$ cat config.mk
export PLATFORM = sky130hd
export DESIGN_NAME = tocp_top
export DESIGN_NICKNAME = d
export VERILOG_FILES = /design/src/common/tocp_pkg.sv /design/src/logic/tocp_shadow.sv /design/src/logic/tocp_top.sv
export SDC_FILE = /design/constraint.sdc
export NUM_CORES = 1
export LEC_CHECK = 0
export ABC_AREA = 1
export BUFFER_PORTS_ARGS = -buffer_cell sky130_fd_sc_hd__buf_2
export CORE_AREA = 2 2 108 110
export DETAILED_ROUTE_END_ITERATION = 8
export DIE_AREA = 0 0 110 112
export GPL_TIMING_DRIVEN = 0
export PLACE_DENSITY = 0.82
export RECOVER_POWER = 100
export SYNTH_ARGS = -nofsm -noshare
export SYNTH_HDL_FRONTEND = slang
export SYNTH_SLANG_ARGS = --single-unit
$ cat constraint.sdc
create_clock -name sys_clk -period 2.35 [get_ports sys_clk]
set_clock_uncertainty 0.15 [all_clocks]
set_input_delay 0.1175 -clock sys_clk [delete_from_list [all_inputs] [get_ports sys_clk]]
set_output_delay 0.1175 -clock sys_clk [all_outputs]
set_load 0.01 [all_outputs]
$ cat src/common/tocp_pkg.sv
// Package of constants for the timer compare/PWM output stage
// Functional notes
// - Compare output only when direction select is 00
// - Function 101 forces reference high, pin inverse polarity
// - Function 100 forces reference low immediately
// - Forced output still compares and flags matches
// - Match actions: keep, active, inactive, toggle
// - Match sets flag, raises enabled irq and dma
// - Compare preload off immediate, on at update
// - Update event leaves compare-mode reference unchanged
// - Codes 110 and 111 select PWM 1 and 2
// - Reload sets period, compare sets duty
// - PWM1 reference high while counter below compare
// - PWM1 compare above reload holds one, zero holds zero
// - Edge-aligned PWM only while counting upward
// - Polarity picks pin level, enable gates driving
// - Single pulse clears run bit at counter rollover
// - Compare sets delay, reload minus compare plus one length
// - Trigger input can start the counter
// - Fast enable answers trigger directly in PWM
// - Reload preload selects buffered or direct reload
package tocp_pkg;
  localparam int TOCP_CNT_W = 16;
  localparam int TOCP_ADDR_W = 4;
  // Register offsets
  localparam logic [3:0] TOCP_REG_CTRL = 4'h0;
  localparam logic [3:0] TOCP_REG_CHAN = 4'h1;
  localparam logic [3:0] TOCP_REG_EVT = 4'h2;
  localparam logic [3:0] TOCP_REG_STS = 4'h3;
  localparam logic [3:0] TOCP_REG_CNT = 4'h4;
  localparam logic [3:0] TOCP_REG_RELOAD = 4'h5;
  localparam logic [3:0] TOCP_REG_CMP = 4'h6;
  // Control register fields
  localparam int TOCP_CTRL_RUN = 0;
  localparam int TOCP_CTRL_SINGLE = 3;
  localparam int TOCP_CTRL_ARPRE = 7;
  localparam int TOCP_CTRL_TRGEN = 8;
  // Channel register fields
  localparam int TOCP_CH_DIR_LSB = 0;
  localparam int TOCP_CH_FAST = 2;
  localparam int TOCP_CH_PRE = 3;
  localparam int TOCP_CH_FUNC_LSB = 4;
  localparam int TOCP_CH_POL = 8;
  localparam int TOCP_CH_OEN = 9;
  localparam int TOCP_CH_IE = 10;
  localparam int TOCP_CH_DE = 11;
  // Event and status fields
  localparam int TOCP_EVT_UPD = 0;
  localparam int TOCP_STS_MATCH = 0;
  localparam int TOCP_STS_REF = 1;
  localparam int TOCP_STS_PIN = 2;
  // Codes and reset values
  localparam logic [1:0] TOCP_DIR_OUT = 2'h0;
  localparam logic [15:0] TOCP_RST_RELOAD = 16'hFFFF;
  localparam logic [15:0] TOCP_RST_ZERO = 16'h0000;
  typedef enum logic [2:0] {
    TOCP_F_FROZEN = 3'b000,
    TOCP_F_ACTIVE = 3'b001,
    TOCP_F_INACT = 3'b010,
    TOCP_F_TOGGLE = 3'b011,
    TOCP_F_FORCE_LO = 3'b100,
    TOCP_F_FORCE_HI = 3'b101,
    TOCP_F_PWM1 = 3'b110,
    TOCP_F_PWM2 = 3'b111
  } tocp_func_e;
endpackage : tocp_pkg

$ cat src/logic/tocp_shadow.sv
// Preload register with shadow copy loaded on update
`timescale 1ns/1ps
module tocp_shadow
  import tocp_pkg::*;
#(
  parameter logic [15:0] RST_VAL = 16'h0000
) (
  // Clock and reset
  input wire logic sys_clk,
  input wire logic rst,
  // Software side
  input wire logic wr,
  input wire logic [15:0] wdata,
  input wire logic buffered,
  input wire logic update,
  // Values
  output logic [15:0] preload,
  output logic [15:0] shadow
);
  // Preload register
  always_ff @(posedge sys_clk) begin
    if (rst) begin
      preload <= RST_VAL;
    end else if (wr) begin
      preload <= wdata;
    end
  end

  // Shadow copy: direct when unbuffered, else at update
  always_ff @(posedge sys_clk) begin
    if (rst) begin
      shadow <= RST_VAL;
    end else if (!buffered && wr) begin
      shadow <= wdata;
    end else if (update) begin
      shadow <= preload;
    end
  end
endmodule : tocp_shadow

$ cat src/logic/tocp_top.sv
// Timer channel output compare and PWM stage with register port
`timescale 1ns/1ps
module tocp_top
  import tocp_pkg::*;
(
  // Clock and reset
  input wire logic sys_clk,
  input wire logic rst,
  // Register port
  input wire logic [3:0] reg_addr,
  input wire logic [15:0] reg_wdata,
  input wire logic reg_wr,
  input wire logic reg_rd,
  output logic [15:0] reg_rdata,
  // Trigger from slave-mode logic
  input wire logic trigger_input,
  // Channel outputs
  output logic compare_output_pin,
  output logic compare_output_pin_oe,
  output logic irq_req,
  output logic dma_req
);

  ////////////////////////////////////////////////////////////////////////
  // Control state
  logic counter_run;
  logic single_pulse_select;
  logic reload_preload_enable;
  logic trigger_enable;
  logic [1:0] channel_direction_select;
  logic fast_output_enable;
  logic compare_preload_enable;
  logic [2:0] compare_output_function;
  logic channel_polarity;
  logic channel_output_enable;
  logic channel_irq_enable;
  logic channel_dma_enable;
  logic channel_match_flag;
  logic compare_reference_wave;
  logic [15:0] counter_value;
  logic [15:0] reload_pre;
  logic [15:0] auto_reload_value;
  logic [15:0] cmp_pre;
  logic [15:0] compare_value;
  logic update_event;
  logic roll_over;
  logic sw_update;
  logic match;
  logic is_output;
  logic is_pwm;
  logic trig_start;
  logic fast_kick;
  logic fast_hold;
  logic next_ref;
  logic wr_ctrl;
  logic wr_chan;

  assign wr_ctrl = reg_wr && (reg_addr == TOCP_REG_CTRL);
  assign wr_chan = reg_wr && (reg_addr == TOCP_REG_CHAN);
  assign sw_update = reg_wr && (reg_addr == TOCP_REG_EVT)
                     && reg_wdata[TOCP_EVT_UPD];
  assign is_output = (channel_direction_select == TOCP_DIR_OUT);
  assign is_pwm = compare_output_function[2]
                  && compare_output_function[1];
  // Trigger start: slave trigger mode while stopped
  assign trig_start = trigger_enable && trigger_input
                      && !counter_run;
  assign fast_kick = trig_start && fast_output_enable && is_pwm;
  // Counter rolls from reload to zero while running
  assign roll_over = counter_run
                     && (counter_value == auto_reload_value);
  assign update_event = roll_over || sw_update;
  // Match against shadow compare on every clock
  assign match = (counter_value == compare_value);

  ////////////////////////////////////////////////////////////////////////
  // Shadow registers for reload and compare
  tocp_shadow #(
    .RST_VAL(TOCP_RST_RELOAD)
  ) u_reload (
    .sys_clk(sys_clk),
    .rst(rst),
    .wr(reg_wr && (reg_addr == TOCP_REG_RELOAD)),
    .wdata(reg_wdata),
    .buffered(reload_preload_enable),
    .update(update_event),
    .preload(reload_pre),
    .shadow(auto_reload_value)
  );

  tocp_shadow #(
    .RST_VAL(TOCP_RST_ZERO)
  ) u_compare (
    .sys_clk(sys_clk),
    .rst(rst),
    .wr(reg_wr && (reg_addr == TOCP_REG_CMP)),
    .wdata(reg_wdata),
    .buffered(compare_preload_enable),
    .update(update_event),
    .preload(cmp_pre),
    .shadow(compare_value)
  );

  ////////////////////////////////////////////////////////////////////////
  // Timer control register and run bit
  always_ff @(posedge sys_clk) begin
    if (rst) begin
      counter_run <= 1'b0;
      single_pulse_select <= 1'b0;
      reload_preload_enable <= 1'b0;
      trigger_enable <= 1'b0;
    end else begin
      if (wr_ctrl) begin
        single_pulse_select <= reg_wdata[TOCP_CTRL_SINGLE];
        reload_preload_enable <= reg_wdata[TOCP_CTRL_ARPRE];
        trigger_enable <= reg_wdata[TOCP_CTRL_TRGEN];
      end
      if (roll_over && single_pulse_select) begin
        counter_run <= 1'b0;
      end else if (wr_ctrl) begin
        counter_run <= reg_wdata[TOCP_CTRL_RUN];
      end else if (trig_start) begin
        counter_run <= 1'b1;
      end
    end
  end

  // Up counter; edge-aligned, counts upward only
  always_ff @(posedge sys_clk) begin
    if (rst) begin
      counter_value <= TOCP_RST_ZERO;
    end else if (reg_wr && (reg_addr == TOCP_REG_CNT)) begin
      counter_value <= reg_wdata;
    end else if (sw_update || roll_over) begin
      counter_value <= TOCP_RST_ZERO;
    end else if (counter_run) begin
      counter_value <= counter_value + 16'h0001;
    end
  end

  ////////////////////////////////////////////////////////////////////////
  // Channel configuration register
  always_ff @(posedge sys_clk) begin
    if (rst) begin
      channel_direction_select <= TOCP_DIR_OUT;
      fast_output_enable <= 1'b0;
      compare_preload_enable <= 1'b0;
      compare_output_function <= TOCP_F_FROZEN;
      channel_polarity <= 1'b0;
      channel_output_enable <= 1'b0;
      channel_irq_enable <= 1'b0;
      channel_dma_enable <= 1'b0;
    end else if (wr_chan) begin
      channel_direction_select <= reg_wdata[TOCP_CH_DIR_LSB +: 2];
      fast_output_enable <= reg_wdata[TOCP_CH_FAST];
      compare_preload_enable <= reg_wdata[TOCP_CH_PRE];
      compare_output_function <= reg_wdata[TOCP_CH_FUNC_LSB +: 3];
      channel_polarity <= reg_wdata[TOCP_CH_POL];
      channel_output_enable <= reg_wdata[TOCP_CH_OEN];
      channel_irq_enable <= reg_wdata[TOCP_CH_IE];
      channel_dma_enable <= reg_wdata[TOCP_CH_DE];
    end
  end

  ////////////////////////////////////////////////////////////////////////
  // Next reference level by output function
  always_comb begin
    next_ref = compare_reference_wave;
    case (compare_output_function)
      TOCP_F_FROZEN: begin
        next_ref = compare_reference_wave;
      end
      TOCP_F_ACTIVE: begin
        if (match) begin
          next_ref = 1'b1;
        end
      end
      TOCP_F_INACT: begin
        if (match) begin
          next_ref = 1'b0;
        end
      end
      TOCP_F_TOGGLE: begin
        if (match) begin
          next_ref = !compare_reference_wave;
        end
      end
      TOCP_F_FORCE_LO: begin
        next_ref = 1'b0;
      end
      TOCP_F_FORCE_HI: begin
        next_ref = 1'b1;
      end
      TOCP_F_PWM1: begin
        // Zero compare holds low, above reload holds high
        next_ref = (counter_value < compare_value);
      end
      TOCP_F_PWM2: begin
        next_ref = !(counter_value < compare_value);
      end
      default: begin
        next_ref = compare_reference_wave;
      end
    endcase
    // Fast path: matched level from trigger until the real match
    if (fast_kick || (fast_hold && is_pwm)) begin
      next_ref = (compare_output_function == TOCP_F_PWM2);
    end
    if (!is_output) begin
      next_ref = compare_reference_wave;
    end
  end

  // Reference wave; update event has no direct effect here
  always_ff @(posedge sys_clk) begin
    if (rst) begin
      compare_reference_wave <= 1'b0;
    end else begin
      compare_reference_wave <= next_ref;
    end
  end

  // Fast hold: keeps matched level until the compare catches up
  always_ff @(posedge sys_clk) begin
    if (rst) begin
      fast_hold <= 1'b0;
    end else if (fast_kick) begin
      fast_hold <= 1'b1;
    end else if (match || update_event || !is_pwm) begin
      fast_hold <= 1'b0;
    end
  end

  // Output pin with polarity and enable
  always_ff @(posedge sys_clk) begin
    if (rst) begin
      compare_output_pin <= 1'b0;
      compare_output_pin_oe <= 1'b0;
    end else begin
      compare_output_pin <= next_ref ^ channel_polarity;
      compare_output_pin_oe <= channel_output_enable && is_output;
    end
  end

  ////////////////////////////////////////////////////////////////////////
  // Match flag: set wins over software clear
  always_ff @(posedge sys_clk) begin
    if (rst) begin
      channel_match_flag <= 1'b0;
    end else if (match && is_output) begin
      channel_match_flag <= 1'b1;
    end else if (reg_wr && (reg_addr == TOCP_REG_STS)
                 && !reg_wdata[TOCP_STS_MATCH]) begin
      channel_match_flag <= 1'b0;
    end
  end

  // Interrupt level and DMA request on every cycle of match
  always_ff @(posedge sys_clk) begin
    if (rst) begin
      irq_req <= 1'b0;
      dma_req <= 1'b0;
    end else begin
      irq_req <= channel_irq_enable
                 && (channel_match_flag || (match && is_output));
      dma_req <= channel_dma_enable && match && is_output;
    end
  end

  ////////////////////////////////////////////////////////////////////////
  // Read data, one cycle after the read strobe
  always_ff @(posedge sys_clk) begin
    if (rst) begin
      reg_rdata <= 16'h0000;
    end else if (reg_rd) begin
      case (reg_addr)
        TOCP_REG_CTRL: begin
          reg_rdata <= {7'h00, trigger_enable, reload_preload_enable,
                        3'h0, single_pulse_select, 2'h0, counter_run};
        end
        TOCP_REG_CHAN: begin
          reg_rdata <= {4'h0, channel_dma_enable, channel_irq_enable,
                        channel_output_enable, channel_polarity, 1'b0,
                        compare_output_function, compare_preload_enable,
                        fast_output_enable, channel_direction_select};
        end
        TOCP_REG_STS: begin
          reg_rdata <= {13'h0000, compare_output_pin,
                        compare_reference_wave, channel_match_flag};
        end
        TOCP_REG_CNT: begin
          reg_rdata <= counter_value;
        end
        TOCP_REG_RELOAD: begin
          reg_rdata <= reload_pre;
        end
        TOCP_REG_CMP: begin
          reg_rdata <= cmp_pre;
        end
        default: begin
          reg_rdata <= 16'h0000;
        end
      endcase
    end else begin
      reg_rdata <= 16'h0000;
    end
  end
endmodule : tocp_top

==> impl_metrics.csv <==
group,metric,value,unit
power_and_ir_drop,ir_drop,0.000523,V
worst_setup_path,reg2regPathDepth,11,
clocking,cts_buffers,17,
global_route,grt_max_degree,17,
die,die_w,110,um
timing,fin_ws,-216,ps
worst_setup_path,path_buf_inv,3,
finish,final_nets,993,
finish,drive_gt1_share,13.4,%
synth,syn_area_per_cell,7.02,um2
global_route,antenna_found_initial,0,
clocking,cts_tree,"done",
worst_setup_path,setup.worst_path.class,"flop to flop",
worst_setup_path,cp_cell_sequence,"inv_1 > a21oi_1 > o2111ai_1 > nor2_1 > nand3_1 > nand2_1 > buf_6 > nor2_4 > buf_6 > nand2_1 > nand3_1",
placed_design,port-buffer-count,44,
timing,min_period,2570,ps
routing,wl_per_cell,18.6,um
synth,syn_nets,905,
hold_path,min_path_type,"input pin to flop",
routing,drt_pass1_iterations,6,
synth,synth.distinct_cells,37,
clocking,clock_path_buffers,2,
routing,drc,0,
power_and_ir_drop,power.leakage,3.11,nW
timing,fmax,390,MHz
die,coreArea,11200,um2
synth,ys_seq_area_share,39.1,%
finish,diodes,0,
global_route,overflow,0,
synth,synth_area_leader_cell,"dfxtp_1",
routing,vias,6581,
worst_setup_path,slowest_stage,"dfxtp_1",
die,dieArea,12300,um2
die,die_y,112,um
power_and_ir_drop,p_per_area,705,nW/um2
finish,n_fill_cell,934,
die,rows,39,
power_and_ir_drop,finalPower,5.20,mW
finish,layout_commonest_cell,"nand2_1",
timing,min_period_over_period,109,%
timing,tightestPinTransition,829,ps
routing,viasPerCell,5.97,
synth,syn_area,6050,um2
routing,drt_iter0_drc,794,
die,ios,45,
synth,ys_ff_latch,118,
synth,syn_inst,861,
status,violations,"negative setup slack",
timing,maxSlewViolCount,0,
routing,drtAntennaViolNets,0,
worst_setup_path,required,2460,ps
global_route,grt_pass1_wl,31900,um
worst_setup_path,worst-path-stages,11,
synth,synth_top_area_share,39.1,%
worst_setup_path,crit_arrival,2680,ps
finish,utilization,66.0,%
timing,hold_viol,0,
timing,max_slew_margin,44.7,%
synth,yosysWarnings,0,
flow_run,maxCapViolCount,0,
clocking,root_buffer,"clkbuf_16",
placed_design,place_hpwl,14200,um
clocking,clk_latency,420,ps
worst_setup_path,max_stage_delay,430,ps
status,status,"finished, violations left",
finish,syn_to_final_growth,21.9,%
routing,wirelength,20500,um
hold_path,holdPathStages,4,
placed_design,gp_congestion,1.06,
finish,final_cell_mix,"144 x nand2_1, 110 x inv_1, 110 x o21ai_0, 103 x dfxtp_1, 99 x nor2_1",
worst_setup_path,cp_top_family,"simple AND/OR/NAND/NOR gates",
clocking,clk_transition_reported_paths,50,ps
clocking,clock-sinks,118,
synth,synth.area.top_cells,"dfxtp_1 39%, o21ai_0 9.1%, nand2_1 9.0%",
die,initial_core_util,54.1,%
worst_setup_path,cp_max_fo,10,
timing,finalSetupViolCount,38,
worst_setup_path,start_kind,"flop",
global_route,grt_pass1_vias,6151,
timing,rsz0062_at_grt,"true",
clocking,h-tree-depth,4,
worst_setup_path,end_kind,"flop",
global_route,grt_use_total,34.3,%
power by group:
| group | switching (mW) | total [mW] | internal [mW] |
|---|---|---|---|
| Clock | 0.917 | 2.48 | 1.56 |
| Sequential | 0.0523 | 2.11 | 2.06 |
| Combinational | 0.388 | 0.612 | 0.224 |
cell families (layout without fill, tap and decap cells):
family	after synthesis	in the layout	synth area share, %
adder cells (fa/ha/maj)	19	19	3.93
AO/OA/AOI/OAI	212	212	19.2
XOR/XNOR	16	16	2.32
flip-flops	118	118	39.1
AND/OR/NAND/NOR	339	339	24.9
buffers and inverters	157	256	10.6
sequential cells by signal, summed over array words and instances, names as in the netlist, 2 cells and up:
name,count
reg_rdata,16
u_compare.preload,16
u_reload.preload,16
u_reload.shadow,16
compare_output_function,3
u_compare.shadow,16
channel_direction_select,2
counter_value,16
worst paths after layout:
| kind | from | slack, ps | to |
|---|---|---|---|
| setup / recovery | counter_run | -220 | u_reload.shadow[14] |
| hold / removal | reg_addr[1] | 50 | reg_rdata[8] |
| setup reg to reg | counter_run | -220 | u_reload.shadow[14] |
| hold reg to reg | u_compare.shadow[5] | 310 | u_compare.shadow[5] |
routing by layer:
metal | up-vias | global-route usage, % | share of wire (%)
li1 | 3027 | - | -
met4 | 0 | 17.6 | 6.3
met1 | 2973 | 44.2 | 38
met3 | 126 | 10.2 | 12
met2 | 455 | 51.5 | 44
met5 | - | 0 | 0
what timing repair did:
action                                  4_1_cts  5_1_grt
resized for setup                            29       25
pin swaps                                    12       12
setup buffers                                 3        2
cloned                                        0        0
hold buffers                                 20        0
endpoints found under the hold margin        55        0
endpoints found under the setup margin       25       51
stage by stage:
stage / worst slack (ps) / std cells / hold WS (ps) / TNS [ps] / area, um2
6_report: -216 / 1103 / 53.9 / -4130 / 7370
5_1_grt: -390 / 1103 / 21.9 / -9330 / 7370
4_1_cts: -209 / 1101 / 11.4 / -349 / 7320
3_5_place_dp: -393 / 1048 / 204 / -850 / 6440
3_3_place_gp: -346 / 1048 / 201 / -672 / 6440
2_1_floorplan: 71.1 / 861 / 67.2 / 0 / 6050
worst register-to-register path, cell delays in order (launching register included):
cell,delay [ps]
dfxtp_1,430
inv_1,230
a21oi_1,190
o2111ai_1,150
nor2_1,120
nand3_1,270
nand2_1,280
buf_6,200
nor2_4,80
buf_6,150
nand2_1,80
nand3_1,100
cells in the mapped netlist:
| master | count |
|---|---|
| o2111ai_1 | 1 |
| or2_2 | 1 |
| a211oi_1 | 3 |
| a31o_2 | 1 |
| nand4_1 | 12 |
| clkinv_1 | 1 |
| buf_2 | 9 |
| inv_1 | 112 |
| clkbuf_1 | 18 |
| nand3_2 | 2 |
| nor4_1 | 5 |
| o211ai_1 | 6 |
| a31oi_1 | 1 |
| nor4_2 | 1 |
| nand2_1 | 145 |
| a21oi_1 | 61 |
| inv_2 | 8 |
| a221oi_1 | 8 |
| dfxtp_1 | 118 |
| buf_1 | 2 |
| buf_4 | 4 |
| nor2_1 | 100 |
| o211a_1 | 1 |
| nor2_4 | 4 |
| nor2_8 | 3 |
| o221ai_1 | 4 |
| nand2_2 | 4 |
| nor3_1 | 12 |
| xor2_1 | 10 |
| nor2_2 | 2 |
| buf_6 | 3 |
| xnor2_1 | 6 |
| ha_1 | 19 |
| nand3_1 | 48 |
| o22ai_1 | 14 |
| o21ai_0 | 110 |
| o21ai_1 | 2 |
area by class of cell:
class | count | area [um2] | area share [%]
clock inverter | 11 | 110 | 1.49
tap | 143 | 179 | 2.43
clock buffer | 19 | 443 | 6.01
sequential | 118 | 2400 | 32.5
inverter | 121 | 454 | 6.16
multi-input combinational | 586 | 3170 | 43.0
timing repair buffer | 69 | 430 | 5.84
buffer | 36 | 186 | 2.53
Note: power is estimated with default switching activity, not from simulation.
